<file path="src/design/ascp_defs.vh">
// Constants for the converter serial configuration port.
// Assumes inclusion by bare name from the design files.
`ifndef ASCP_DEFS_VH
`define ASCP_DEFS_VH

// Configuration word layout, first received bit lands in bit 7
`define ASCP_CFG_BITS 5'h08
`define ASCP_CFG_MUX_HI 7
`define ASCP_CFG_MUX_LO 4
`define ASCP_CFG_UNI 3
`define ASCP_CFG_ORDER 2
`define ASCP_CFG_LEN_HI 1
`define ASCP_CFG_LEN_LO 0

// Output word lengths per length select code
`define ASCP_LEN_SEL_8 2'h0
`define ASCP_LEN_SEL_10 2'h1
`define ASCP_LEN_SEL_12 2'h2
`define ASCP_LEN_SEL_16 2'h3
`define ASCP_LEN_8 5'h08
`define ASCP_LEN_10 5'h0A
`define ASCP_LEN_12 5'h0C
`define ASCP_LEN_16 5'h10

// Result width and stored word layout
`define ASCP_RES_BITS 5'h0A
`define ASCP_RES_MSB 9
`define ASCP_WORD_UNI 10
`define ASCP_WORD_ORDER 11
`define ASCP_WORD_W 12

// Chip select recognition: conversion clock falls to wait
`define ASCP_CS_FALLS 2'h2

// Default conversion time in conversion clock cycles
`define ASCP_CONV_ACLK 8'h2C

// Reset values
`define ASCP_RESET_WORD 12'h000
`define ASCP_RESET_CFG 8'h00
// Synchroniser reset: select pin idles high, others low
`define ASCP_SYNC_RST 4'h8

`endif

</file>
<file path="src/design/ascp_sync.v">
// Two-stage synchroniser for a bus of independent levels.
// Assumes each bit is an unrelated asynchronous level.
`timescale 1ns/1ps
`default_nettype none
module ascp_sync #(
   parameter W = 4,
   parameter [W-1:0] RST = {W{1'b0}}
) (
   input wire i_ref_clk,
   input wire i_rst,
   input wire [W-1:0] i_async,
   output wire [W-1:0] o_sync
);
   reg [W-1:0] stage1;
   reg [W-1:0] stage2;

   always @(posedge i_ref_clk) begin
      if (i_rst) begin
         stage1 <= RST;
         stage2 <= RST;
      end else begin
         stage1 <= i_async;
         stage2 <= stage1;
      end
   end

   assign o_sync = stage2;
endmodule // ascp_sync
`default_nettype wire

</file>
<file path="src/design/ascp_fifo.v">
// Result FIFO with registered read data.
// Assumes one clock; read data appear the cycle after a pop.
`timescale 1ns/1ps
`default_nettype none
module ascp_fifo #(
   parameter W = 12,
   parameter D = 8,
   parameter AW = 3
) (
   input wire i_ref_clk,
   input wire i_rst,
   input wire i_wr_valid,
   output wire o_wr_ready,
   input wire [W-1:0] i_wr_data,
   output wire o_rd_valid,
   input wire i_rd_ready,
   output reg [W-1:0] o_rd_data
);
   reg [W-1:0] mem [0:D-1];
   reg [AW-1:0] wr_ptr;
   reg [AW-1:0] rd_ptr;
   reg [AW:0] count;
   wire push;
   wire pop;

   assign o_wr_ready = (count != D[AW:0]);
   assign o_rd_valid = (count != {(AW+1){1'b0}});
   assign push = i_wr_valid && o_wr_ready;
   assign pop = i_rd_ready && o_rd_valid;

   always @(posedge i_ref_clk) begin
      if (push) begin
         mem[wr_ptr] <= i_wr_data;
      end
   end

   always @(posedge i_ref_clk) begin
      if (i_rst) begin
         wr_ptr <= {AW{1'b0}};
         rd_ptr <= {AW{1'b0}};
         count <= {(AW+1){1'b0}};
         o_rd_data <= {W{1'b0}};
      end else begin
         if (push) begin
            wr_ptr <= (wr_ptr == D[AW-1:0] - 1'b1) ? {AW{1'b0}} :
               wr_ptr + 1'b1;
         end
         if (pop) begin
            o_rd_data <= mem[rd_ptr];
            rd_ptr <= (rd_ptr == D[AW-1:0] - 1'b1) ? {AW{1'b0}} :
               rd_ptr + 1'b1;
         end
         if (push && !pop) begin
            count <= count + 1'b1;
         end else if (pop && !push) begin
            count <= count - 1'b1;
         end
      end
   end
endmodule // ascp_fifo
`default_nettype wire

</file>
<file path="src/design/ascp_port.v">
// Serial configuration and result port of a 10-bit converter.
// Assumes asynchronous pins; the analog core supplies an offset code.
//
// Summary of operation
// - Bipolar results leave in two's complement
// - Sixth config bit one selects MSB first
// - Order bit applies to the next result
// - Config word always received in fixed order
// - Last two bits pick 8/10/12/16 length
// - Length bits apply to the current word
// - Select glitches under one period ignored
// - Select recognised after two conversion clock falls
// - Same filtering for both select edges
// - Output undriven until low select recognised
// - Shift clock ignored while deselected
// - Select held low: output after conversion
// - MSB first twelve bits: result, two zeros
// - Output on falling, input on rising edge
// - Capture first eight bits, ignore rest
// - Convert after exchange, return next cycle
// - Mux bits first four, fifth unipolar
`include "ascp_defs.vh"
`timescale 1ns/1ps
`default_nettype none
module ascp_port #(
   parameter CONV_ACLK = `ASCP_CONV_ACLK,
   parameter FIFO_DEPTH = 8,
   parameter FIFO_AW = 3
) (
   input wire i_ref_clk,
   input wire i_rst,
   input wire i_cs_n,
   input wire i_sclk,
   input wire i_din,
   input wire i_aclk,
   input wire [9:0] i_conv_code,
   output wire o_dout,
   output wire o_dout_oe,
   output reg o_conv_start,
   output reg o_conv_busy,
   output reg [3:0] o_conv_mux,
   output reg o_conv_unipolar,
   output wire o_cs_active
);
   localparam ST_IDLE = 3'h0;
   localparam ST_LOAD = 3'h1;
   localparam ST_FETCH = 3'h2;
   localparam ST_SHIFT = 3'h3;
   localparam ST_DONE = 3'h4;

   wire [3:0] pins_sync;
   wire cs_s;
   wire sclk_s;
   wire din_s;
   wire aclk_s;
   reg sclk_prev;
   reg aclk_prev;
   wire sclk_rise;
   wire sclk_fall;
   wire aclk_fall;

   reg cs_rec;
   reg [1:0] cs_falls;

   reg [2:0] st;
   reg [4:0] bit_cnt;
   reg [7:0] cfg;
   wire [7:0] cfg_now;
   reg [4:0] len;
   reg [11:0] out_word;
   reg dout;
   wire [4:0] len_now;
   wire end_hit;
   wire start_now;

   reg conv_order;
   reg [7:0] conv_cnt;
   reg conv_ready;
   reg [11:0] conv_word;

   wire fifo_wr_ready;
   wire fifo_rd_valid;
   wire fifo_pop;
   wire [11:0] fifo_rd_data;

   function [4:0] len_of;
      input [1:0] sel;
      begin
         case (sel)
            `ASCP_LEN_SEL_8: len_of = `ASCP_LEN_8;
            `ASCP_LEN_SEL_10: len_of = `ASCP_LEN_10;
            `ASCP_LEN_SEL_12: len_of = `ASCP_LEN_12;
            default: len_of = `ASCP_LEN_16;
         endcase
      end
   endfunction

   // Serial bit at a given position of a stored result word
   function out_bit;
      input [11:0] word;
      input [4:0] idx;
      reg [3:0] pos;
      begin
         pos = idx[3:0];
         if (idx >= `ASCP_RES_BITS) begin
            if (word[`ASCP_WORD_ORDER] || word[`ASCP_WORD_UNI]) begin
               out_bit = 1'b0;
            end else begin
               out_bit = word[`ASCP_RES_MSB];
            end
         end else if (word[`ASCP_WORD_ORDER]) begin
            out_bit = word[4'h9 - pos];
         end else begin
            out_bit = word[pos];
         end
      end
   endfunction

   ascp_sync #(
      .W(4),
      .RST(`ASCP_SYNC_RST)
   ) u_sync (
      .i_ref_clk(i_ref_clk),
      .i_rst(i_rst),
      .i_async({i_cs_n, i_sclk, i_din, i_aclk}),
      .o_sync(pins_sync)
   );

   assign cs_s = pins_sync[3];
   assign sclk_s = pins_sync[2];
   assign din_s = pins_sync[1];
   assign aclk_s = pins_sync[0];
   assign sclk_rise = sclk_s && !sclk_prev;
   assign sclk_fall = !sclk_s && sclk_prev;
   assign aclk_fall = !aclk_s && aclk_prev;

   always @(posedge i_ref_clk) begin
      if (i_rst) begin
         sclk_prev <= 1'b0;
         aclk_prev <= 1'b0;
      end else begin
         sclk_prev <= sclk_s;
         aclk_prev <= aclk_s;
      end
   end

   always @(posedge i_ref_clk) begin
      if (i_rst) begin
         cs_rec <= 1'b1;
         cs_falls <= 2'h0;
      end else if (cs_s == cs_rec) begin
         cs_falls <= 2'h0;
      end else if (aclk_fall) begin
         if (cs_falls == `ASCP_CS_FALLS - 2'h1) begin
            cs_rec <= cs_s;
            cs_falls <= 2'h0;
         end else begin
            cs_falls <= cs_falls + 2'h1;
         end
      end
   end

   assign o_cs_active = !cs_rec;

   // Length known at eighth rising edge
   assign len_now = (bit_cnt == `ASCP_CFG_BITS - 5'h01) ?
      len_of({cfg[0], din_s}) : len;
   assign end_hit = (bit_cnt + 5'h01 == len_now);
   // Config as it stands after this rise
   assign cfg_now = (bit_cnt < `ASCP_CFG_BITS) ? {cfg[6:0], din_s} : cfg;
   assign start_now = (st == ST_SHIFT) && !cs_rec && sclk_rise && end_hit;
   assign fifo_pop = (st == ST_LOAD) && !cs_rec;

   assign o_dout_oe = (st == ST_SHIFT);
   assign o_dout = dout;

   always @(posedge i_ref_clk) begin
      if (i_rst) begin
         st <= ST_IDLE;
         bit_cnt <= 5'h00;
         cfg <= `ASCP_RESET_CFG;
         len <= `ASCP_LEN_8;
         out_word <= `ASCP_RESET_WORD;
         dout <= 1'b0;
      end else if (cs_rec) begin
         st <= ST_IDLE;
         bit_cnt <= 5'h00;
      end else begin
         case (st)
            ST_IDLE: begin
               st <= ST_LOAD;
            end
            ST_LOAD: begin
               if (fifo_rd_valid) begin
                  st <= ST_FETCH;
               end else if (!o_conv_busy) begin
                  st <= ST_SHIFT;
                  bit_cnt <= 5'h00;
                  dout <= out_bit(out_word, 5'h00);
               end
            end
            ST_FETCH: begin
               out_word <= fifo_rd_data;
               st <= ST_SHIFT;
               bit_cnt <= 5'h00;
               dout <= out_bit(fifo_rd_data, 5'h00);
            end
            ST_SHIFT: begin
               // Sample on rise, change on fall
               if (sclk_rise) begin
                  if (bit_cnt < `ASCP_CFG_BITS) begin
                     cfg <= {cfg[6:0], din_s};
                  end
                  if (bit_cnt == `ASCP_CFG_BITS - 5'h01) begin
                     len <= len_now;
                  end
                  bit_cnt <= bit_cnt + 5'h01;
                  if (end_hit) begin
                     st <= ST_DONE;
                  end
               end else if (sclk_fall) begin
                  dout <= out_bit(out_word, bit_cnt);
               end
            end
            ST_DONE: begin
               // Select held low: reload after conversion
               if (!o_conv_busy) begin
                  st <= ST_LOAD;
               end
            end
            default: begin
               st <= ST_IDLE;
            end
         endcase
      end
   end

   always @(posedge i_ref_clk) begin
      if (i_rst) begin
         o_conv_start <= 1'b0;
         o_conv_busy <= 1'b0;
         o_conv_mux <= 4'h0;
         o_conv_unipolar <= 1'b0;
         conv_order <= 1'b0;
         conv_cnt <= 8'h00;
         conv_ready <= 1'b0;
         conv_word <= `ASCP_RESET_WORD;
      end else begin
         o_conv_start <= 1'b0;
         if (start_now && !o_conv_busy) begin
            o_conv_start <= 1'b1;
            o_conv_busy <= 1'b1;
            o_conv_mux <= cfg_now[`ASCP_CFG_MUX_HI:`ASCP_CFG_MUX_LO];
            o_conv_unipolar <= cfg_now[`ASCP_CFG_UNI];
            // Order kept for the next word
            conv_order <= cfg_now[`ASCP_CFG_ORDER];
            conv_cnt <= 8'h00;
         end else if (o_conv_busy && !conv_ready && aclk_fall) begin
            if (conv_cnt == CONV_ACLK - 1) begin
               conv_ready <= 1'b1;
               conv_word <= {conv_order, o_conv_unipolar,
                  o_conv_unipolar ? i_conv_code :
                  {~i_conv_code[9], i_conv_code[8:0]}};
            end else begin
               conv_cnt <= conv_cnt + 8'h01;
            end
         end else if (conv_ready && fifo_wr_ready) begin
            conv_ready <= 1'b0;
            o_conv_busy <= 1'b0;
         end
      end
   end

   ascp_fifo #(
      .W(`ASCP_WORD_W),
      .D(FIFO_DEPTH),
      .AW(FIFO_AW)
   ) u_fifo (
      .i_ref_clk(i_ref_clk),
      .i_rst(i_rst),
      .i_wr_valid(conv_ready),
      .o_wr_ready(fifo_wr_ready),
      .i_wr_data(conv_word),
      .o_rd_valid(fifo_rd_valid),
      .i_rd_ready(fifo_pop),
      .o_rd_data(fifo_rd_data)
   );
endmodule // ascp_port
`default_nettype wire

</file>
<file path="config.mk">
export PLATFORM = sky130hd
export DESIGN_NAME = ascp_port
export DESIGN_NICKNAME = d
export VERILOG_FILES = /design/src/design/ascp_sync.v /design/src/design/ascp_fifo.v /design/src/design/ascp_port.v
export VERILOG_INCLUDE_DIRS = /design/src /design/src/design
export SDC_FILE = /design/constraint.sdc
export NUM_CORES = 1
export LEC_CHECK = 0
export BUFFER_PORTS_ARGS = -buffer_cell sky130_fd_sc_hd__buf_2
export CAP_MARGIN = 20
export CORE_ASPECT_RATIO = 0.75
export CORE_MARGIN = 2
export CORE_UTILIZATION = 30
export DETAILED_ROUTE_END_ITERATION = 10
export PLACE_DENSITY = 0.47
export SLEW_MARGIN = 20
export SYNTH_ARGS = -nofsm -noshare
export SYNTH_HDL_FRONTEND = slang
export SYNTH_HIERARCHICAL = 1
export SYNTH_SLANG_ARGS = --single-unit
</file>
<file path="constraint.sdc">
create_clock -name i_ref_clk -period 2.63 [get_ports i_ref_clk]
set_input_delay 0.1315 -clock i_ref_clk [delete_from_list [all_inputs] [get_ports i_ref_clk]]
set_output_delay 0.1315 -clock i_ref_clk [all_outputs]
set_load 0.02 [all_outputs]
</file>
==> results.tsv, run 1 <==
stage	metric	value	unit
run_status	status	completed	
finish	fill_cells	2535	
die	die-area	28100	sq um
grt	overflow	0	
clock_network	cts_tree	yes	
routing	ant_nets	0	
timing	fin_skew	13.5	ps
worst_setup_path	endpoint_kind	flop	
die	ios	26	
timing	hold_viol	0	
synth	ys_types	59	
grt	grt.total_usage	13.3	%
finish	layout.nets	731	
die	start_util	30.7	%
synth	ys_seq_area_share	60.3	%
routing	wl_per_cell	16.8	um
clock_network	cts.reportedPaths.clkPinSlew	70	ps
timing	max_slew.worst_pin.slew	1010	ps
finish	syn_to_final_growth	17.4	%
timing	finalCritPeriodShare	95.2	%
min_path	min_path_type	in -> reg	
worst_setup_path	cp.arrival	2810	ps
die	rows	51	
routing	via_count	5099	
routing	route.detailed.drc	0	
clock_network	ctsLongestPathBuffers	2	
grt	antenna_found_initial	0	
timing	timing.fmax	399	MHz
pwr	power_leakage	0.00320	uW
placement	io_buffer_count	25	
worst_setup_path	critical_path_class	reg -> reg	
routing	initialDrtViolationCount	247	
placement	routabilityCongestion	0.762	
timing	period_needed	2500	ps
clock_network	htree_num_levels	4	
synth	async_flop_share	0	%
finish	utilization	36.0	%
worst_setup_path	critPathMaxFanout	5	
worst_setup_path	critPathRequiredTime	2940	ps
pwr	ir_drop	292	uV
synth	ys_warn_count	6	
timing	rsz0062_at_grt	no	
clock_network	cts_buffers	17	
clock_network	cts_sinks	194	
routing	wirelength	17800	um
grt	grt_first_pass_wirelength	28900	um
synth	yosys_most_used_dff	dfxtp_1	
die	core_area	26200	sq um
clock_network	cts_root_buffer	clkbuf_16	
worst_setup_path	crit_path_start_kind	flop	
timing	relSlewSlack	32.9	%
synth	avgSynthCellArea	12.4	sq um
timing	fin_setup_tns	0	ps
synth	syn_inst	647	
timing	maxSlewViolCount	0	
finish	layout-drive-gt1-share	21.1	%
synth	syn_area	8030	sq um
pwr	p_per_area	606	nW/um^2
synth	synth_fp_nets	676	
synth	synth_seq_cells	194	
die	die_x	193	um
grt	grt_start_max_net_pins	88	
synth	synth_edf_count	96	
routing	first_pass_iters	4	
run	cap_viol_max_count	0	
timing	setup_viol	0	
grt	grt_pass1_vias	5407	
placement	dp_hpwl	11800	um
routing	viasPerCell	4.81	
die	chipHeight	146	um
finish	antenna_cells	0	
timing	holdWs	109	ps
clock_network	clk_latency	430	ps
## worst max-delay path, cell delays in order (launching register included)
cell and delay [ps]:
dfxtp_1 310, buf_4 160, o41a_4 470, inv_2 90, ha_4 130, inv_2 50
buf_4 140, ha_1 220, a21oi_2 160, a211oi_1 90, a31oi_1 220, mux2_2 360
## through the flow
step	total power, uW	worst slack [ps]	cells	cell area, sq um
after CTS	5790	6.32	1058	9380
final	5710	127	1059	9430
after global routing	5910	4.38	1059	9430
after global placement	3270	110	1013	8670
after floorplan	3240	14.0	647	8030
after detailed placement	3270	-62.9	1013	8670
## synth_stat cells, types with 7 or more instances
| master | n | area (sq um) |
|---|---|---|
| xnor2_1 | 9 | 78.8 |
| mux4_2 | 26 | 586 |
| inv_1 | 16 | 60.1 |
| nor2b_1 | 14 | 87.6 |
| nand2_1 | 57 | 214 |
| clkbuf_1 | 20 | 75.1 |
| dfxtp_1 | 98 | 1960 |
| nand2b_1 | 7 | 43.8 |
| a21oi_1 | 42 | 210 |
| ha_1 | 12 | 150 |
| edfxtp_1 | 96 | 2880 |
| nor3_1 | 18 | 90.1 |
| nor2_1 | 69 | 259 |
| o22ai_1 | 14 | 87.6 |
| nand3_1 | 14 | 70.1 |
| mux2i_1 | 29 | 290 |
| xor2_1 | 8 | 70.1 |
| mux2_2 | 7 | 78.8 |
| o21ai_0 | 10 | 50.1 |
## sequential cells by signal, summed over array words and instances (netlist names), 5 cells and up
register          count
bit_cnt               5
cfg                   8
conv_cnt              8
conv_word            12
len                   5
out_word             12
u_fifo/mem           96
u_fifo/o_rd_data     12
## layout by cell type (no fill, tap or decap), types with 3 or more instances in the layout
cell type,synthesis,final
edfxtp_1,96,96
o22ai_1,14,14
mux4_2,26,26
inv_2,0,3
a31oi_1,3,3
mux2_2,7,7
inv_1,16,13
clkinvlp_4,0,3
nand4_1,3,3
dfxtp_2,0,3
inv_8,0,5
mux2i_1,29,29
dfxtp_1,98,95
a211oi_1,3,3
nand3_1,14,13
xor2_1,8,8
xnor2_1,9,9
nor4_1,5,3
nand2_1,57,57
or2_1,4,3
nor3_2,5,9
nor3_1,18,14
buf_2,4,24
a21oi_1,42,41
dlygate4sd3_1,0,13
o21ai_0,10,10
nand4bb_1,3,3
ha_1,12,9
clkbuf_16,0,17
and3_1,5,5
nor2_1,69,69
nor2b_1,14,14
nand2b_1,7,7
buf_4,4,32
a21boi_0,3,3
## timing repair
action	in CTS	in global routing
gates resized for setup	4	11
endpoints found under the setup margin	1	15
buffers inserted	0	1
gates cloned	0	0
hold buffers	13	0
pin swaps	1	3
endpoints found under the hold margin	13	0
## where the power goes
part / internal [uW] / leakage, uW / switching (uW) / total [uW]
clock: 1260 / 0.000272 / 1240 / 2500
sequential: 3140 / 0.00163 / 3.64 / 3150
combinational: 27.9 / 0.00129 / 35.3 / 63.2
## cells by family after synthesis
logic type / count (synthesis) / synth area share, %
adder cells (fa/ha/maj): 13 / 2.12
multiplexers: 62 / 11.9
AND/OR/NAND/NOR: 221 / 13.9
buffers and inverters: 49 / 2.93
flip-flops: 194 / 60.3
AO/OA/AOI/OAI: 91 / 6.97
XOR/XNOR: 17 / 1.85
## final cells by class
class	instances	area [sq um]	share of cell area, %
flip-flops and latches	194	4850	51.4
multi-input cells	404	3030	32.1
repair buffers	69	490	5.20
well taps	344	430	4.56
clock buffers	18	429	4.55
clock inverters	14	143	1.51
inverters	16	60.1	0.637
## worst paths after layout
kind	endpoint	startpoint	depth (start not counted)	slack, ps
setup / recovery	u_fifo/count[3]	u_fifo/count[0]	11	130
hold reg to reg	u_sync/o_sync[3]	u_sync/stage1[3]	1	420
hold / removal	conv_word[9]	i_conv_code[9]	5	110
setup reg to reg	u_fifo/count[3]	u_fifo/count[0]	11	130
## metal layers
layer	GRT usage, %	vias to the layer above	part of all wire (%)
li1	-	2475	-
met1	18.3	2533	48
met2	21.3	74	47
met3	2.46	17	3.3
met4	4.28	0	1.2
met5	0	-	0
Power figures use the tool's default switching activity.
==> inputs of run 2 (changes only) <==
RECOVER_POWER = 50   (was default)
==> run 2 against run 1 <==
Net effect: non-clock buffer count stayed put; clock power about the same; total power about the same; die area did not move; design area decreased by 0.40%; setup slack about the same; register-to-register slack about the same; clock-buffer cell count unchanged; clock skew about the same; sequential share of layout area up 0.19 points; fmax about the same; critical path type unchanged; critical endpoint unchanged.
==> results.tsv, run 2 (synthesis results as in run 1) <==
stage	metric	value	unit
clock_network	cts_root_buffer	clkbuf_16	
timing	max_slew.worst_pin.slew	1020	ps
grt	use_met1	18.3	%
finish	syn_to_final_growth	17.0	%
worst_setup_path	critical_path_class	reg -> reg	
die	rows	51	
finish	antenna_cells	0	
timing	maxSlewViolCount	0	
worst_setup_path	critPathMaxFanout	5	
die	core_area	26200	sq um
die	chipHeight	146	um
grt	top_usage_layer	met2	
clock_network	cts.reportedPaths.clkPinSlew	70	ps
pwr	pwr-share-comb	1.1	%
clock_network	cts_tree	yes	
worst_setup_path	endpoint_kind	flop	
placement	dp_hpwl	11800	um
finish	layout-drive-gt1-share	19.2	%
min_path	min_path_type	in -> reg	
routing	wl_per_cell	16.8	um
timing	hold_viol	0	
timing	fin_setup_tns	0	ps
grt	grt.total_usage	13.3	%
worst_setup_path	critPathRequiredTime	2940	ps
routing	ant_nets	0	
clock_network	cts_sinks	194	
pwr	p_int	4440	uW
placement	io_buffer_count	25	
run_status	status	completed	
pwr	p_switching	1280	uW
routing	via_count	5103	
grt	grt_pass1_vias	5407	
die	die_x	193	um
pwr	p_per_area	608	nW/um^2
finish	utilization	35.9	%
clock_network	cts_buffers	17	
grt	antenna_found_initial	0	
clock_network	htree_num_levels	4	
pwr	clkPwrFrac	43.8	%
finish	final_cell_mix	dfxtp_1 (96), edfxtp_1 (96), nor2_1 (69)	
finish	layout.nets	731	
die	die-area	28100	sq um
timing	timing.fmax	399	MHz
routing	route.detailed.drc	0	
grt	grt_start_max_net_pins	88	
clock_network	ctsLongestPathBuffers	2	
clock_network	clk_latency	430	ps
grt	grt_first_pass_wirelength	28900	um
grt	use_met3	2.46	%
grt	grtUsageMet2	21.3	%
pwr	seqPwrFrac	55.1	%
timing	rsz0062_at_grt	no	
placement	routabilityCongestion	0.762	
routing	viasPerCell	4.82	
grt	overflow	0	
pwr	netSwitchingFraction	22.4	%
worst_setup_path	crit_path_start_kind	flop	
worst_setup_path	cp.arrival	2810	ps
finish	largest_reg_flops	96	
pwr	power_leakage	0.00314	uW
run	cap_viol_max_count	0	
die	ios	26	
timing	relSlewSlack	31.9	%
timing	fin_skew	13.5	ps
routing	first_pass_iters	4	
finish	largest-register	u_fifo/mem	
die	start_util	30.7	%
timing	setup_viol	0	
routing	wirelength	17800	um
pwr	ir_drop	292	uV
timing	finalCritPeriodShare	95.2	%
timing	period_needed	2500	ps
routing	initialDrtViolationCount	245	
[run 2: cell count changes in the layout (fill, tap and decap cells not counted)]
cell	before	now
buf_2	24	15
buf_4	32	24
clkbuf_1	1	14
clkbuf_2	0	4
dfxtp_1	95	96
dfxtp_2	3	2
[run 2: final timing paths]
| check | start | slack, ps | cells past startpoint | to |
|---|---|---|---|---|
| worst min register to register | u_sync/stage1[3] | 420 | 1 | u_sync/o_sync[3] |
| worst max-delay path | u_fifo/count[0] | 130 | 11 | u_fifo/count[3] |
| worst max register to register | u_fifo/count[0] | 130 | 11 | u_fifo/count[3] |
| worst min-delay path | i_conv_code[9] | 110 | 5 | conv_word[9] |
[run 2: power groups by stage]
stage | registers [uW] | logic [uW] | clock network, uW
detailed placement | 3220 | 49.0 | 0
finish | 3150 | 63.3 | 2500
global placement | 3220 | 48.1 | 0
global route | 3150 | 70.7 | 2690
floorplan | 3220 | 27.5 | 0
CTS | 3150 | 64.2 | 2570
[run 2: layout make-up]
cell class	instances	area, sq um
well taps	344	430
repair buffers	69	454
flip-flops and latches	194	4850
inverters	16	60.1
fillers	2542	16800
clock inverters	14	143
clock buffers	18	429
multi-input cells	404	3030
[run 2: critical path, cell delays in order (launching register included)]
cell      delay [ps]
dfxtp_1          310
buf_4            160
o41a_4           470
inv_2             90
ha_4             130
inv_2             50
buf_4            140
ha_1             300
nand3_2           90
a211oi_1          70
a31oi_1          220
mux2_2           360
[run 2: per-layer routing]
metal	vias up	routed length, um
met2	78	8380
met3	17	573
li1	2476	-
met4	0	218
met5	-	0
met1	2532	8610
[run 2: through the flow]
step / instance area (sq um) / total power (uW) / worst slack (ps) / hold WS, ps / instances
floorplan: 8030 / 3240 / 14.0 / 203 / 647
global placement: 8670 / 3270 / 110 / 312 / 1013
detailed placement: 8670 / 3270 / -62.9 / 314 / 1013
CTS: 9380 / 5790 / 6.32 / 91.4 / 1058
global route: 9390 / 5910 / 4.38 / 127 / 1059
finish: 9390 / 5710 / 127 / 108 / 1059
[run 2: what timing repair did]
item	CTS	global route
setup buffers	0	1
cloned	0	0
resized for setup	4	11
endpoints found under the setup margin	1	15
hold endpoints to repair	13	0
hold buffers	13	0
pin swaps	1	3
